`src/status_bank_pkg.sv`:
```
// constants and carrier types shared by the status register bank
`default_nettype none
package status_bank_pkg;

  // ==========================================================
  // register geometry and access codes
  localparam int         REG_W       = 16;
  localparam int         NUM_OVL     = 6;
  localparam logic [1:0] GRP_FAULT   = 2'h0;
  localparam logic [1:0] GRP_ACT     = 2'h1;
  localparam logic [1:0] GRP_ALARM   = 2'h2;
  localparam logic [1:0] VIEW_COND   = 2'h0;
  localparam logic [1:0] VIEW_EVENT  = 2'h1;
  localparam logic [1:0] VIEW_ENABLE = 2'h2;
  localparam logic [15:0] RST_REG    = 16'h0000;

  // ==========================================================
  // measurement fault bit positions
  localparam int FB_VOLT   = 0;
  localparam int FB_CURR   = 1;
  localparam int FB_FREQ   = 5;
  localparam int FB_CAP    = 7;
  localparam int FB_CAL    = 8;
  localparam int FB_RES    = 9;
  localparam int FB_TEMP   = 10;
  localparam int FB_LOWER  = 11;
  localparam int FB_MEMOVF = 12;

  // overload gate lane order
  localparam int OV_VOLT = 0;
  localparam int OV_CURR = 1;
  localparam int OV_FREQ = 2;
  localparam int OV_CAP  = 3;
  localparam int OV_RES  = 4;
  localparam int OV_TEMP = 5;

  // ==========================================================
  // activity bit positions
  localparam int AB_CAL      = 0;
  localparam int AB_SELFTEST = 1;
  localparam int AB_SCAN     = 4;
  localparam int AB_WAIT     = 5;
  localparam int AB_DRIVE    = 7;
  localparam int AB_FRONTCFG = 8;
  localparam int AB_THRESH   = 9;
  localparam int AB_LOCK     = 10;
  localparam int AB_SETCHG   = 11;
  localparam int AB_ERRQ     = 13;

  // ==========================================================
  // alarm bit positions
  localparam int LB_EVT0 = 0;
  localparam int LB_QNE  = 4;
  localparam int LB_QOVF = 5;
  localparam int LB_TRG0 = 6;
  localparam int NUM_ALM = 4;

  // ==========================================================
  // implemented and event-only masks
  localparam logic [15:0] FAULT_VALID  = 16'h1FA3;
  localparam logic [15:0] FAULT_EVONLY = 16'h06A3;
  localparam logic [15:0] ACT_VALID    = 16'h2FB3;
  localparam logic [15:0] ACT_EVONLY   = 16'h0800;
  localparam logic [15:0] ALARM_VALID  = 16'h03FF;
  localparam logic [15:0] ALARM_EVONLY = 16'h002F;

  // ==========================================================
  // carrier structs
  typedef struct packed {
    logic volt_ovl;
    logic curr_ovl;
    logic freq_ovl;
    logic cap_ovl;
    logic res_ovl;
    logic temp_ovl;
    logic cal_corrupt;
    logic lower_limit_fail;
    logic memory_overflow;
  } fault_in_t;

  typedef struct packed {
    logic calibrating;
    logic self_test;
    logic scanning;
    logic wait_trigger;
    logic removable_drive_present;
    logic front_cfg_change;
    logic remote_cfg_change;
    logic locked;
    logic error_queue_nonempty;
  } activity_in_t;

  typedef struct packed {
    logic [3:0] alarm_event;
    logic       queue_nonempty;
    logic       queue_overflow;
    logic [3:0] triggered;
  } alarm_in_t;

  typedef struct packed {
    logic acquisition_start_command;
    logic read_measure_command;
    logic clear_status;
  } cmd_t;

  typedef struct packed {
    logic        rd;
    logic        wr;
    logic [1:0]  group;
    logic [1:0]  view;
    logic [15:0] wdata;
  } access_t;

endpackage : status_bank_pkg
`default_nettype wire

```
`src/instrument_status_event_bank.sv`:
```
// status register bank: fault, activity and alarm groups
// ==========================================================
`timescale 1ns/1ns
`default_nettype none
module instrument_status_event_bank
  import status_bank_pkg::*;
#(
  parameter int COUNT_W = 20
) (
  // clock and reset
  input  wire logic               I_CLK,
  input  wire logic               I_RST,
  // instrument state
  input  wire fault_in_t          I_FAULT,
  input  wire activity_in_t       I_ACTIVITY,
  input  wire alarm_in_t          I_ALARM,
  input  wire logic [COUNT_W-1:0] I_READING_COUNT,
  input  wire logic [COUNT_W-1:0] I_READING_COUNT_THRESHOLD_SETTING,
  // commands and register access
  input  wire cmd_t               I_CMD,
  input  wire access_t            I_ACCESS,
  // answers
  output logic [15:0]             O_RDATA,
  output logic                    O_RVALID,
  output logic [2:0]              O_SUMMARY
);

  typedef struct packed {
    logic [15:0] rdata;
    logic        rvalid;
    logic [15:0] en_fault;
    logic [15:0] en_act;
    logic [15:0] en_alarm;
    logic [2:0]  summary;
    logic        cfg_front;
  } bank_state_t;

  bank_state_t st;
  bank_state_t next_st;

  logic [NUM_OVL-1:0] ovl_raw;
  logic [NUM_OVL-1:0] ovl_pass;
  logic [15:0]        fault_lvl;
  logic [15:0]        fault_pls;
  logic [15:0]        act_lvl;
  logic [15:0]        act_pls;
  logic [15:0]        alarm_lvl;
  logic [15:0]        alarm_pls;
  logic [15:0]        fault_cond;
  logic [15:0]        fault_evt;
  logic [15:0]        act_cond;
  logic [15:0]        act_evt;
  logic [15:0]        alarm_cond;
  logic [15:0]        alarm_evt;
  logic               clr_fault;
  logic               clr_act;
  logic               clr_alarm;
  logic               start_or_read;

  function automatic logic is_event_read(input access_t a, input logic [1:0] grp);
    is_event_read = a.rd && (a.group == grp) && (a.view == VIEW_EVENT);
  endfunction : is_event_read

  // ==========================================================
  // overload gating
  always_comb begin
    ovl_raw          = '0;
    ovl_raw[OV_VOLT] = I_FAULT.volt_ovl;
    ovl_raw[OV_CURR] = I_FAULT.curr_ovl;
    ovl_raw[OV_FREQ] = I_FAULT.freq_ovl;
    ovl_raw[OV_CAP]  = I_FAULT.cap_ovl;
    ovl_raw[OV_RES]  = I_FAULT.res_ovl;
    ovl_raw[OV_TEMP] = I_FAULT.temp_ovl;
  end

  overload_gate #(
    .N       (NUM_OVL)
  ) u_gate (
    .i_clk   (I_CLK),
    .i_rst   (I_RST),
    .i_ovl   (ovl_raw),
    .i_start (I_CMD.acquisition_start_command),
    .o_pass  (ovl_pass)
  );

  // ==========================================================
  // source mapping per group
  always_comb begin
    fault_lvl = '0;
    fault_pls = '0;
    fault_pls[FB_VOLT]   = ovl_pass[OV_VOLT];
    fault_pls[FB_CURR]   = ovl_pass[OV_CURR];
    fault_pls[FB_FREQ]   = ovl_pass[OV_FREQ];
    fault_pls[FB_CAP]    = ovl_pass[OV_CAP];
    fault_lvl[FB_CAL]    = I_FAULT.cal_corrupt;
    fault_pls[FB_RES]    = ovl_pass[OV_RES];
    fault_pls[FB_TEMP]   = ovl_pass[OV_TEMP];
    fault_lvl[FB_LOWER]  = I_FAULT.lower_limit_fail;
    fault_lvl[FB_MEMOVF] = I_FAULT.memory_overflow;

    act_lvl = '0;
    act_pls = '0;
    act_lvl[AB_CAL]      = I_ACTIVITY.calibrating;
    act_lvl[AB_SELFTEST] = I_ACTIVITY.self_test;
    act_lvl[AB_SCAN]     = I_ACTIVITY.scanning;
    act_lvl[AB_WAIT]     = I_ACTIVITY.wait_trigger;
    act_lvl[AB_DRIVE]    = I_ACTIVITY.removable_drive_present;
    act_lvl[AB_FRONTCFG] = st.cfg_front;
    act_lvl[AB_THRESH]   = I_READING_COUNT > I_READING_COUNT_THRESHOLD_SETTING;
    act_lvl[AB_LOCK]     = I_ACTIVITY.locked;
    act_pls[AB_SETCHG]   = I_ACTIVITY.front_cfg_change
                           | I_ACTIVITY.remote_cfg_change;
    act_lvl[AB_ERRQ]     = I_ACTIVITY.error_queue_nonempty;

    alarm_lvl = '0;
    alarm_pls = '0;
    alarm_pls[LB_EVT0 +: NUM_ALM] = I_ALARM.alarm_event;
    alarm_lvl[LB_QNE]             = I_ALARM.queue_nonempty;
    alarm_pls[LB_QOVF]            = I_ALARM.queue_overflow;
    alarm_lvl[LB_TRG0 +: NUM_ALM] = I_ALARM.triggered;
  end

  // reading an event view or clear-status empties the group's event view
  assign clr_fault = I_CMD.clear_status || is_event_read(I_ACCESS, GRP_FAULT);
  assign clr_act   = I_CMD.clear_status || is_event_read(I_ACCESS, GRP_ACT);
  assign clr_alarm = I_CMD.clear_status || is_event_read(I_ACCESS, GRP_ALARM);

  // ==========================================================
  // group latches
  status_event_latch #(
    .VALID   (FAULT_VALID),
    .EVONLY  (FAULT_EVONLY)
  ) u_fault (
    .i_clk   (I_CLK),
    .i_rst   (I_RST),
    .i_cond  (fault_lvl),
    .i_pulse (fault_pls),
    .i_clear (clr_fault),
    .o_cond  (fault_cond),
    .o_event (fault_evt)
  );

  status_event_latch #(
    .VALID   (ACT_VALID),
    .EVONLY  (ACT_EVONLY)
  ) u_act (
    .i_clk   (I_CLK),
    .i_rst   (I_RST),
    .i_cond  (act_lvl),
    .i_pulse (act_pls),
    .i_clear (clr_act),
    .o_cond  (act_cond),
    .o_event (act_evt)
  );

  status_event_latch #(
    .VALID   (ALARM_VALID),
    .EVONLY  (ALARM_EVONLY)
  ) u_alarm (
    .i_clk   (I_CLK),
    .i_rst   (I_RST),
    .i_cond  (alarm_lvl),
    .i_pulse (alarm_pls),
    .i_clear (clr_alarm),
    .o_cond  (alarm_cond),
    .o_event (alarm_evt)
  );

  // ==========================================================
  // access, enables and summary
  assign start_or_read = I_CMD.acquisition_start_command || I_CMD.read_measure_command;

  always_comb begin
    next_st = st;
    next_st.rvalid = I_ACCESS.rd;
    // a change in the same cycle as a start still counts as after it
    if (I_ACTIVITY.front_cfg_change) begin
      next_st.cfg_front = 1'b1;
    end else if (start_or_read) begin
      next_st.cfg_front = 1'b0;
    end
    if (I_ACCESS.wr && I_ACCESS.view == VIEW_ENABLE) begin
      if (I_ACCESS.group == GRP_FAULT) begin
        next_st.en_fault = I_ACCESS.wdata & FAULT_VALID;
      end else if (I_ACCESS.group == GRP_ACT) begin
        next_st.en_act = I_ACCESS.wdata & ACT_VALID;
      end else if (I_ACCESS.group == GRP_ALARM) begin
        next_st.en_alarm = I_ACCESS.wdata & ALARM_VALID;
      end
    end
    if (I_ACCESS.rd) begin
      // unmapped group or view answers zero
      next_st.rdata = RST_REG;
      if (I_ACCESS.group == GRP_FAULT && I_ACCESS.view == VIEW_COND) begin
        next_st.rdata = fault_cond;
      end else if (I_ACCESS.group == GRP_FAULT && I_ACCESS.view == VIEW_EVENT) begin
        next_st.rdata = fault_evt;
      end else if (I_ACCESS.group == GRP_FAULT && I_ACCESS.view == VIEW_ENABLE) begin
        next_st.rdata = st.en_fault;
      end else if (I_ACCESS.group == GRP_ACT && I_ACCESS.view == VIEW_COND) begin
        next_st.rdata = act_cond;
      end else if (I_ACCESS.group == GRP_ACT && I_ACCESS.view == VIEW_EVENT) begin
        next_st.rdata = act_evt;
      end else if (I_ACCESS.group == GRP_ACT && I_ACCESS.view == VIEW_ENABLE) begin
        next_st.rdata = st.en_act;
      end else if (I_ACCESS.group == GRP_ALARM && I_ACCESS.view == VIEW_COND) begin
        next_st.rdata = alarm_cond;
      end else if (I_ACCESS.group == GRP_ALARM && I_ACCESS.view == VIEW_EVENT) begin
        next_st.rdata = alarm_evt;
      end else if (I_ACCESS.group == GRP_ALARM && I_ACCESS.view == VIEW_ENABLE) begin
        next_st.rdata = st.en_alarm;
      end
    end
    next_st.summary[GRP_FAULT] = |(fault_evt & st.en_fault);
    next_st.summary[GRP_ACT]   = |(act_evt & st.en_act);
    next_st.summary[GRP_ALARM] = |(alarm_evt & st.en_alarm);
  end

  always_ff @(posedge I_CLK or posedge I_RST) begin
    if (I_RST) begin
      st.rdata     <= RST_REG;
      st.rvalid    <= 1'b0;
      st.en_fault  <= RST_REG;
      st.en_act    <= RST_REG;
      st.en_alarm  <= RST_REG;
      st.summary   <= 3'h0;
      st.cfg_front <= 1'b0;
    end else begin
      st <= next_st;
    end
  end

  assign O_RDATA   = st.rdata;
  assign O_RVALID  = st.rvalid;
  assign O_SUMMARY = st.summary;
endmodule : instrument_status_event_bank
`default_nettype wire

```
`src/overload_gate.sv`:
```
// lets each overload through once per acquisition start
`timescale 1ns/1ns
`default_nettype none
module overload_gate
  import status_bank_pkg::*;
#(
  parameter int N = NUM_OVL
) (
  // clock and reset
  input  wire logic         i_clk,
  input  wire logic         i_rst,
  // overload pulses and re-arm
  input  wire logic [N-1:0] i_ovl,
  input  wire logic         i_start,
  // gated overload pulses
  output logic      [N-1:0] o_pass
);

  typedef struct packed {
    logic [N-1:0] armed;
  } gate_state_t;

  gate_state_t st;
  gate_state_t next_st;

  // ==========================================================
  // arm logic
  always_comb begin
    next_st = st;
    if (i_start) begin
      next_st.armed = '1;
    end else begin
      next_st.armed = st.armed & ~i_ovl;
    end
  end

  always_ff @(posedge i_clk or posedge i_rst) begin
    if (i_rst) begin
      st.armed <= '1;
    end else begin
      st <= next_st;
    end
  end

  // pass in the same cycle so the event bit is not a cycle late
  assign o_pass = i_ovl & st.armed;

endmodule : overload_gate
`default_nettype wire

```
`src/status_event_latch.sv`:
```
// one register group: condition view and sticky event view
`timescale 1ns/1ns
`default_nettype none
module status_event_latch
  import status_bank_pkg::*;
#(
  parameter logic [15:0] VALID  = 16'hFFFF,
  parameter logic [15:0] EVONLY = 16'h0000
) (
  // condition levels, clock and reset
  input  wire logic [15:0] i_cond,
  input  wire logic        i_clk,
  input  wire logic        i_rst,
  // event sources and clear
  input  wire logic [15:0] i_pulse,
  input  wire logic        i_clear,
  // views
  output logic      [15:0] o_cond,
  output logic      [15:0] o_event
);

  typedef struct packed {
    logic [15:0] cond;
    logic [15:0] evt;
  } latch_state_t;

  latch_state_t st;
  latch_state_t next_st;
  logic [15:0]  cond_eff;

  // ==========================================================
  // condition tracking and event latching
  always_comb begin
    next_st  = st;
    cond_eff = i_cond & VALID & ~EVONLY;
    next_st.cond = cond_eff;
    // set wins over clear so a same-cycle event survives the read
    next_st.evt = ((i_clear ? RST_REG : st.evt)
                   | (cond_eff & ~st.cond)
                   | (i_pulse & VALID));
  end

  always_ff @(posedge i_clk or posedge i_rst) begin
    if (i_rst) begin
      st.cond <= RST_REG;
      st.evt  <= RST_REG;
    end else begin
      st <= next_st;
    end
  end

  assign o_cond  = st.cond;
  assign o_event = st.evt;

endmodule : status_event_latch
`default_nettype wire

```
`config.mk`:
```
export PLATFORM = sky130hd
export DESIGN_NAME = instrument_status_event_bank
export DESIGN_NICKNAME = d
export VERILOG_FILES = /design/src/status_bank_pkg.sv /design/src/instrument_status_event_bank.sv /design/src/overload_gate.sv /design/src/status_event_latch.sv
export SDC_FILE = /design/constraint.sdc
export NUM_CORES = 1
export LEC_CHECK = 0
export ABC_AREA = 1
export BUFFER_PORTS_ARGS = -buffer_cell sky130_fd_sc_hd__buf_2
export CAP_MARGIN = 20
export CORE_MARGIN = 3
export CORE_UTILIZATION = 58
export CTS_CLUSTER_DIAMETER = 60
export DETAILED_ROUTE_END_ITERATION = 10
export GPL_TIMING_DRIVEN = 0
export PLACE_DENSITY = 0.85
export SYNTH_ARGS = -nofsm -noshare
export SYNTH_HDL_FRONTEND = slang
export SYNTH_SLANG_ARGS = --single-unit
```
`constraint.sdc`:
```
create_clock -name I_CLK -period 7.33 [get_ports I_CLK]
set_clock_uncertainty 0.05 [all_clocks]
set_input_delay 0.733 -clock I_CLK [delete_from_list [all_inputs] [get_ports I_CLK]]
set_output_delay 0.733 -clock I_CLK [all_outputs]
set_load 0.01 [all_outputs]
```
==> results of run 1 <==
worst register-to-register path, stage by stage, from the launching register on:
cell and delay (ns):
dfrtp_1 0.42, a22o_1 0.25, a221oi_1 0.35, nand3_1 0.14
final timing paths:
path,startpoint,to,slack [ns],cells past startpoint
hold reg to reg,act_lvl[8],u_act.o_cond[8],0.40,0
setup reg to reg,st[45],O_SUMMARY[0],6.00,3
hold / removal,I_RST,st[24],0.33,2
setup / recovery,I_ACCESS[19],u_fault.o_event[5],5.38,7
min in group I_CLK,act_lvl[8],u_act.o_cond[8],0.40,0
max in group asynchronous,I_RST,u_gate.st[1],6.22,3
metrics by stage:
step / area, sq um / util
CTS: 5990 / 0.722
finish: 5990 / 0.722
detailed placement: 5750 / 0.692
global route: 5990 / 0.722
floorplan: 5030 / -
global placement: 5720 / 0.689
per-layer routing:
metal  track usage  wire [um]
met5             0          0
met3        0.0463        975
met1         0.368       5160
met2         0.447       6230
met4         0.106        324
layout make-up:
type / instances / area share
Multi-Input combinational cell: 346 / 0.323
Inverter: 106 / 0.0668
Clock inverter: 5 / 0.0177
Sequential cell: 100 / 0.419
Tap cell: 105 / 0.0219
Timing Repair Buffer: 111 / 0.0964
Buffer: 24 / 0.0317
Clock buffer: 11 / 0.0236
where the power goes:
part	leakage [nW]	internal [W]	switching, W
clock network	0.120	0.000237	0.000187
registers	1.19	0.000624	0.0000443
logic	1.94	0.000107	0.000134
state kept, by name, summed over array words and instances (netlist names):
signal / count
O_RVALID: 1
act_lvl: 1
O_SUMMARY: 3
st: 29
u_act.o_event: 10
u_gate.st: 6
u_fault.o_event: 9
u_fault.o_cond: 3
u_act.o_cond: 9
O_RDATA: 14
u_alarm.o_cond: 5
u_alarm.o_event: 10
synth_stat cells (all sizes together):
| library cell | count | area share |
|---|---|---|
| dfstp | 6 | 0.031 |
| and2 | 1 | 0.0012 |
| dfrtp | 94 | 0.47 |
| a22o | 2 | 0.0035 |
| o21bai | 6 | 0.0090 |
| nand2 | 134 | 0.10 |
| a21oi | 22 | 0.023 |
| o2111ai | 2 | 0.0035 |
| o22ai | 23 | 0.029 |
| clkbuf | 2 | 0.0035 |
| ha | 20 | 0.050 |
| o21a | 1 | 0.0015 |
| inv | 106 | 0.079 |
| o221ai | 2 | 0.0035 |
| nor2 | 29 | 0.031 |
| nand3 | 20 | 0.020 |
| nand4 | 3 | 0.0037 |
| buf | 22 | 0.034 |
| or2 | 4 | 0.0050 |
| o211ai | 1 | 0.0015 |
| a221oi | 5 | 0.0087 |
| conb | 1 | 0.00075 |
| mux2 | 14 | 0.031 |
| o21ai | 55 | 0.058 |
cell families (layout without fill, tap and decap cells):
group | after synthesis | after routing | synth area share
compound gates | 119 | 119 | 0.140
mux | 14 | 14 | 0.0313
simple gates | 191 | 191 | 0.162
fa+ha+maj | 20 | 20 | 0.0497
buf+inv | 130 | 257 | 0.117
other cells | 1 | 2 | 0.000745
flops | 100 | 100 | 0.499
==> metrics.cfg, run 1 <==
[worst_setup_path]
cp-start-kind = primary input
cp_max_fo = 10
cpMaxStageDelayCell = nor2_2
crit_type = primary input to flip-flop
crit_chain = buf_2 > nor2_1 > inv_1 > nor2_2 > inv_2 > o21ai_4 > o21ai_0
slowest_delay_ns = 0.40
setup.worst_path.end_class = flip-flop
path_buf_inv = 3
crit_arrival_ns = 2.15
crit_family = simple AND/OR/NAND/NOR gates
required_ns = 7.53

[clock_tree]
clk_pin_slew_ns = 0.10
cts.sinks = 100
cts_hold_buffers = 0
cts_resized = 0
cts_tree = yes
cts_setup_buffers = 0
htreeDepth = 3
cts-root-buf = clkbuf_8
clk_latency_ns = 0.37
cts.path.max_buffers = 2
numCtsBuffers = 9

[sta]
slew_viol_final = 0
fmaxAchievable_mhz = 514
tightest_slew_ns = 0.512
fin_setup_tns_ns = 0
setup_ws_ns = 5.38
rsz0062_at_grt = no
whs_ns = 0.326
post-route-period-util = 0.266
slew_headroom = 0.659
min_period_ns = 1.95
finalSetupViolations = 0
hold_viol_final = 0

[detailed_routing]
avgViaCountPerCell = 5.43
first_pass_iters = 6
drtAntennaViolNets = 0
totalWireLength_mm = 12.7
drtIter0Drc = 229
post_drt_wl_per_cell_um = 15.7
drcViolationCount = 0
vias = 4386

[placement]
dpl.hpwl_mm = 9.65
port_buffers = 110
globalplace.congestion = 0.931
place_inst = 792
dp_slack_ns = 5.04

[final_layout]
multi_input_area_sq_mm = 0.00194
nets = 813
mostFrequentLayoutCell = nand2_1
drive_gt1_frac = 0.272
regArea_sq_mm = 0.00251
final_cell_mix = 130 x nand2_1, 110 x buf_2, 100 x inv_1
fill_cells = 640
area_growth_pct = 19.1
antennaDiodeCount = 0
finalNonFillerCells = 808

[synth]
yosysUniqueCellTypes = 36
ys_seq_elements = 100
syn_inst = 575
synth_area_sq_mm = 0.00503
seq_area_frac_synth = 0.499
yosys_warnings = 0
syn_avg_cell_area_sq_um = 8.75

[floorplan]
die_w_um = 99.1
ioPinCount = 115
fp.dieArea_sq_mm = 0.00983
die_h_um = 99.1
row_count = 33
start_util = 0.606
core_area_sq_mm = 0.00830

[outcome]
status = completed

[global_routing]
grt_max_degree = 67
antenna_found_initial = 0
grt_pass1_vias = 4528
overflow = 0
grt_pass1_wl_mm = 21.4
grt_use_total = 0.274

[min_path]
min_path_type = primary input to asynchronous set/reset pin

[power_and_ir_drop]
powerDensity_mw_per_mm2 = 222
leakage_nw = 3.25
ir_drop_v = 0.000122
total_power_w = 0.00133

[flow_run]
cap_violations = 0

(Power assumes the default switching activity.)
==> run 2: changes to the inputs <==
--- a/config.mk
+++ b/config.mk
@@ -9,11 +9,11 @@
 export BUFFER_PORTS_ARGS = -buffer_cell sky130_fd_sc_hd__buf_2
 export CAP_MARGIN = 20
 export CORE_MARGIN = 3
-export CORE_UTILIZATION = 58
+export CORE_UTILIZATION = 54
 export CTS_CLUSTER_DIAMETER = 60
 export DETAILED_ROUTE_END_ITERATION = 10
 export GPL_TIMING_DRIVEN = 0
-export PLACE_DENSITY = 0.85
+export PLACE_DENSITY = 0.8
 export SYNTH_ARGS = -nofsm -noshare
 export SYNTH_HDL_FRONTEND = slang
 export SYNTH_SLANG_ARGS = --single-unit
==> constraint.sdc (replaced) <==
create_clock -name I_CLK -period 1.9 [get_ports I_CLK]
set_clock_uncertainty 0.05 [all_clocks]
set_input_delay 0.19 -clock I_CLK [delete_from_list [all_inputs] [get_ports I_CLK]]
set_output_delay 0.19 -clock I_CLK [all_outputs]
set_load 0.01 [all_outputs]
==> run 2 against run 1 <==
  * Cell count rose by 5.1%
  * Sequential share of layout area fell by 2.6 points
  * Register-to-register slack got worse by 5.4 ns
  * Setup slack worse by 5.0 ns
  * Combinational power increased to 4.1 times the previous value
  * Design area rose by 6.6%
  * Wire length up 1.6%
  * Sequential power rose to 3.9 times the previous value
  * Critical path depth shrank 1
  * Count of clock-buffer cells in the layout fell by 1
  * Clock power rose to 3.8 times the previous value
==> metrics.cfg, run 2 (same netlist as run 1, synthesis figures left out) <==
[floorplan]
ioPinCount = 115  ; unchanged
core_area_sq_mm = 0.00889  ; was 0.00830 sq mm
die_h_um = 103  ; was 99.1 um
fp.dieArea_sq_mm = 0.0105  ; was 0.00983 sq mm
row_count = 34  ; was 33
die_w_um = 103  ; was 99.1 um
start_util = 0.566  ; was 0.606

[detailed_routing]
drtAntennaViolNets = 0  ; unchanged
post_drt_wl_per_cell_um = 15.2  ; was 15.7 um
totalWireLength_mm = 12.9  ; was 12.7 mm
first_pass_iters = 5  ; was 6
vias = 4527  ; was 4386
drcViolationCount = 0  ; unchanged
drtIter0Drc = 343  ; was 229
avgViaCountPerCell = 5.33  ; was 5.43

[clock_tree]
clk_latency_ns = 0.36  ; was 0.37 ns
cts_hold_buffers = 36  ; was 0
cts_setup_buffers = 0  ; unchanged
cts.sinks = 100  ; unchanged
clk_pin_slew_ns = 0.09  ; was 0.10 ns
htreeDepth = 3  ; unchanged
cts_resized = 0  ; unchanged
numCtsBuffers = 9  ; unchanged
cts.path.max_buffers = 2  ; unchanged
cts-root-buf = clkbuf_8  ; unchanged
cts_tree = yes  ; unchanged

[final_layout]
largest-register = st  ; unchanged
final_cell_mix = 130 x nand2_1, 110 x buf_2, 100 x inv_1  ; unchanged
largest_reg_flops = 29  ; unchanged
finalNonFillerCells = 849  ; was 808
nets = 851  ; was 813
mostFrequentLayoutCell = nand2_1  ; unchanged
fill_cells = 675  ; was 640
antennaDiodeCount = 0  ; unchanged
drive_gt1_frac = 0.260  ; was 0.272
area_growth_pct = 27.0  ; was 19.1%

[placement]
place_inst = 797  ; was 792
dp_slack_ns = 0.148  ; was 5.04 ns
port_buffers = 110  ; unchanged
globalplace.congestion = 0.967  ; was 0.931
dpl.hpwl_mm = 9.86  ; was 9.65 mm

[worst_setup_path]
r2r-end = O_SUMMARY[0]  ; unchanged
ff2ff_setup_slack_ns = 0.64  ; was 6.00 ns
required_ns = 2.08  ; was 7.53 ns
crit_chain = dlygate4sd3_1 > buf_2 > clkbuf_8 > inv_2 > o21ai_2 > o22ai_1  ; was buf_2 > nor2_1 > inv_1 > nor2_2 > inv_2 > o21ai_4 > o21ai_0
r2r-start = st[45]  ; unchanged
crit_type = primary input to flip-flop  ; unchanged
setup.worst_path.end_class = flip-flop  ; unchanged
slowest_delay_ns = 0.52  ; was 0.40 ns
cp_max_fo = 10  ; unchanged
cpMaxStageDelayCell = dlygate4sd3_1  ; was nor2_2
cp-start-kind = primary input  ; unchanged
reg2reg_depth = 3  ; unchanged
crit_arrival_ns = 1.70  ; was 2.15 ns

[power_and_ir_drop]
clkPwrFrac = 0.310  ; was 0.318
ir_drop_v = 0.000415  ; was 0.000122 V
total_power_w = 0.00516  ; was 0.00133 W
powerDensity_mw_per_mm2 = 808  ; was 222 mW/mm^2
intPower_w = 0.00376  ; was 0.000969 W
swShare = 0.272  ; was 0.273
seqPwrFrac = 0.500  ; was 0.501
p_comb_frac = 0.191  ; was 0.181
leakage_nw = 3.41  ; was 3.25 nW
power.switching_w = 0.00141  ; was 0.000365 W

[outcome]
status = completed  ; unchanged

[global_routing]
overflow = 0  ; unchanged
grt_max_degree = 34  ; was 67
grt_pass1_wl_mm = 20.6  ; was 21.4 mm
grt_pass1_vias = 4505  ; was 4528
grt_use_total = 0.252  ; was 0.274
antenna_found_initial = 0  ; unchanged

[min_path]
hold_start = I_ACCESS[12]
min_path_type = primary input to flip-flop  ; was primary input to asynchronous set/reset pin
min_to = st[48]
hold_path_depth = 2

[sta]
setup_ws_ns = 0.373  ; was 5.38 ns
finalSetupViolations = 0  ; unchanged
fin_setup_tns_ns = 0  ; unchanged
hold_viol_final = 0  ; unchanged
rsz0062_at_grt = no  ; unchanged
post-route-period-util = 0.804
min_period_ns = 1.53
slew_viol_final = 0  ; unchanged
fmaxAchievable_mhz = 655

[flow_run]
cap_violations = 0  ; unchanged

-- run 2: worst max-delay path by stage --
stage,start,endpoint,depth (start not counted)
2_1_floorplan,I_RST,O_RDATA[0],1
3_3_place_gp,I_RST,O_RDATA[8],2
3_5_place_dp,I_ACCESS[19],u_fault.o_event[1],7
4_1_cts,I_ACCESS[21],O_RDATA[9],7
5_1_grt,I_ACCESS[21],O_RDATA[4],7
6_report,I_ACCESS[21],u_alarm.o_event[4],6
-- run 2: through the flow --
step	cell area, sq um	hold WS, ns	utilization
after global placement	5720	0.263	0.644
after global routing	6390	0.00875	0.719
after CTS	6390	0.0166	0.719
after floorplan	5040	0.171	-
final	6390	0.0186	0.719
after detailed placement	5790	0.172	0.651
-- run 2: power groups by stage --
stage	registers [W]	clock network, W	logic (W)
3_5_place_dp	0.00261	0	0.000920
3_3_place_gp	0.00260	0	0.000863
4_1_cts	0.00257	0.00161	0.000983
2_1_floorplan	0.00256	0	0.000601
5_1_grt	0.00261	0.00172	0.00110
6_report	0.00258	0.00160	0.000984
-- run 2: worst max-delay path, delay by kind of cell --
family,cells,cell delay [ns]
AO/OA/AOI/OAI,2,0.58
buffers and inverters,4,0.93
-- run 2: routing by layer --
layer  wire (um)  track usage  share of wire
met3         872       0.0440          0.068
met1        5430        0.335           0.42
met4         325       0.0938          0.025
met5           0            0              0
met2        6250        0.415           0.49
-- run 2: layout make-up --
class	instances	area (sq um)	share of cell area
tap	108	135	0.0211
clock inverter	6	111	0.0174
timing repair buffer	149	978	0.153
sequential	100	2510	0.393
buffer	24	190	0.0298
clock buffer	10	128	0.0200
inverter	106	402	0.0628
multi-input combinational	346	1940	0.303
==> run 3: changes to the inputs <==
--- a/config.mk
+++ b/config.mk
@@ -9,11 +9,11 @@
 export BUFFER_PORTS_ARGS = -buffer_cell sky130_fd_sc_hd__buf_2
 export CAP_MARGIN = 20
 export CORE_MARGIN = 3
-export CORE_UTILIZATION = 54
+export CORE_UTILIZATION = 49
 export CTS_CLUSTER_DIAMETER = 60
 export DETAILED_ROUTE_END_ITERATION = 10
 export GPL_TIMING_DRIVEN = 0
-export PLACE_DENSITY = 0.8
+export PLACE_DENSITY = 0.76
 export SYNTH_ARGS = -nofsm -noshare
 export SYNTH_HDL_FRONTEND = slang
 export SYNTH_SLANG_ARGS = --single-unit
==> constraint.sdc (replaced) <==
create_clock -name I_CLK -period 1.4 [get_ports I_CLK]
set_clock_uncertainty 0.05 [all_clocks]
set_input_delay 0.14 -clock I_CLK [delete_from_list [all_inputs] [get_ports I_CLK]]
set_output_delay 0.14 -clock I_CLK [all_outputs]
set_load 0.01 [all_outputs]
==> run 3 against run 2 <==
  * Design area up 0.35%
  * Global-route usage down 2.0 points
  * Largest power group unchanged
  * Critical path depth up 1
  * Sequential power up 36%
  * Largest cell class unchanged
  * Critical endpoint is now u_fault.o_event[12]
  * First-iteration DRC count down 16%
==> metrics.cfg, run 3 (same netlist as run 1, synthesis figures left out) <==
[floorplan]
start_util = 0.510  ; was 0.566
ioPinCount = 115  ; unchanged
core_area_sq_mm = 0.00986  ; was 0.00889 sq mm
row_count = 36  ; was 34
die_h_um = 107  ; was 103 um
die_w_um = 107  ; was 103 um
fp.dieArea_sq_mm = 0.0115  ; was 0.0105 sq mm

[min_path]
hold_path_depth = 3  ; was 2
min_to = st[13]  ; was st[48]
min_path_type = primary input to flip-flop  ; unchanged
hold_start = I_ACCESS[9]  ; was I_ACCESS[12]

[outcome]
status = completed  ; unchanged

[sta]
slew_viol_final = 0  ; unchanged
min_period_ns = 1.37
rsz0062_at_grt = yes  ; was no
fmaxAchievable_mhz = 732
finalSetupViolations = 0  ; unchanged
post-route-period-util = 0.975
hold_viol_final = 0  ; unchanged
whs_ns = 0.0164  ; was 0.0186 ns
setup_ws_ns = 0.0346  ; was 0.373 ns
fin_setup_tns_ns = 0  ; unchanged

[placement]
port_buffers = 110  ; unchanged
dpl.hpwl_mm = 9.81  ; was 9.86 mm
globalplace.congestion = 0.938  ; was 0.967
placed_area_sq_mm = 0.00580  ; was 0.00579 sq mm
dp_slack_ns = -0.371  ; was 0.148 ns

[worst_setup_path]
required_ns = 1.58  ; was 2.08 ns
cp_max_fo = 10  ; unchanged
r2r-end = O_SUMMARY[0]  ; unchanged
reg2reg_depth = 3  ; unchanged
crit_chain = buf_2 > nor2_1 > inv_1 > nor2_2 > inv_2 > o21ai_4 > o22ai_1  ; was dlygate4sd3_1 > buf_2 > clkbuf_8 > inv_2 > o21ai_2 > o22ai_1
path_buf_inv = 3  ; was 4
cp-start-kind = primary input  ; unchanged
crit_family = simple AND/OR/NAND/NOR gates  ; was buffers and inverters
r2r-start = st[45]  ; unchanged
ff2ff_setup_slack_ns = 0.06  ; was 0.64 ns
crit_type = primary input to flip-flop  ; unchanged
crit_arrival_ns = 1.54  ; was 1.70 ns
setup.worst_path.end_class = flip-flop  ; unchanged
slowest_delay_ns = 0.38  ; was 0.52 ns
cpMaxStageDelayCell = nor2_2  ; was dlygate4sd3_1

[clock_tree]
cts_tree = yes  ; unchanged
cts-root-buf = clkbuf_8  ; unchanged
cts.path.max_buffers = 2  ; unchanged
clk_pin_slew_ns = 0.10  ; was 0.09 ns
cts.sinks = 100  ; unchanged
htreeDepth = 3  ; unchanged
clk_latency_ns = 0.36  ; about the same
numCtsBuffers = 9  ; unchanged

[final_layout]
area_growth_pct = 27.5  ; was 27.0%
fill_cells = 826  ; was 675
antennaDiodeCount = 0  ; unchanged
nets = 856  ; was 851
final_cell_mix = 130 x nand2_1, 110 x buf_2, 100 x inv_1  ; unchanged
post-route-util = 0.650  ; was 0.719
largest_reg_flops = 29  ; unchanged
largest-register = st  ; unchanged
mostFrequentLayoutCell = nand2_1  ; unchanged
drive_gt1_frac = 0.257  ; was 0.260
fin_area_sq_mm = 0.00641  ; was 0.00639 sq mm

[detailed_routing]
totalWireLength_mm = 12.9  ; about the same
drtAntennaViolNets = 0  ; unchanged
avgViaCountPerCell = 5.05  ; was 5.33
drcViolationCount = 0  ; unchanged
vias = 4436  ; was 4527
drtIter0Drc = 288  ; was 343
first_pass_iters = 5  ; unchanged
post_drt_wl_per_cell_um = 14.6  ; was 15.2 um

[power_and_ir_drop]
powerDensity_mw_per_mm2 = 1030  ; was 808 mW/mm^2
leakage_nw = 3.40  ; was 3.41 nW
ir_drop_v = 0.000540  ; was 0.000415 V

[global_routing]
grt_max_degree = 44  ; was 34
grt_pass1_wl_mm = 21.0  ; was 20.6 mm
antenna_found_initial = 0  ; unchanged
grt_use_total = 0.232  ; was 0.252
overflow = 0  ; unchanged
grt_pass1_vias = 4429  ; was 4505

[flow_run]
cap_violations = 0  ; unchanged

==> run 3: worst max-delay path by stage <==
stage                       from                   to  cells past startpoint
global placement           I_RST             O_RVALID                      2
detailed placement  I_ACCESS[17]   u_alarm.o_event[9]                      7
finish              I_ACCESS[19]  u_fault.o_event[12]                      7
floorplan                  I_RST           O_RDATA[0]                      1
CTS                 I_ACCESS[17]   u_alarm.o_event[9]                      7
global route        I_ACCESS[19]  u_fault.o_event[10]                      7
==> run 3: stage by stage <==
stage / power (W) / std cells
floorplan: 0.00429 / 576
global placement: 0.00472 / 819
detailed placement: 0.00480 / 821
CTS: 0.00662 / 879
global route: 0.00695 / 879
finish: 0.00658 / 879
==> run 3: worst reg2reg max path, delay by kind of cell (launching register included) <==
kind / cells / cell delay, ns
compound gates: 2 / 0.60
flops: 1 / 0.43
simple gates: 1 / 0.14
==> run 3: power breakdown <==
part | internal (W) | switching (W)
Combinational | 0.000642 | 0.000692
Sequential | 0.00327 | 0.000239
Clock | 0.000687 | 0.00105
==> run 3: timing repair <==
item,4_1_cts,5_1_grt
hold buffers,42,0
endpoints found under the hold margin,79,0
endpoints found under the setup margin,0,20
resized for setup,0,1
buffers inserted,0,0
==> run 3: final cells by class <==
cell class | instances | area, sq um | area share
tap | 133 | 166 | 0.0259
timing repair buffer | 154 | 1010 | 0.158
clock inverter | 6 | 62.6 | 0.00975
sequential | 100 | 2510 | 0.391
buffer | 24 | 190 | 0.0297
inverter | 106 | 402 | 0.0626
multi-input combinational | 346 | 1940 | 0.303
clock buffer | 10 | 128 | 0.0199
==> run 3: routing by layer <==
metal,global-route usage,part of all wire
met3,0.0252,0.056
met4,0.0794,0.023
met5,0,0
met1,0.313,0.43
met2,0.392,0.49
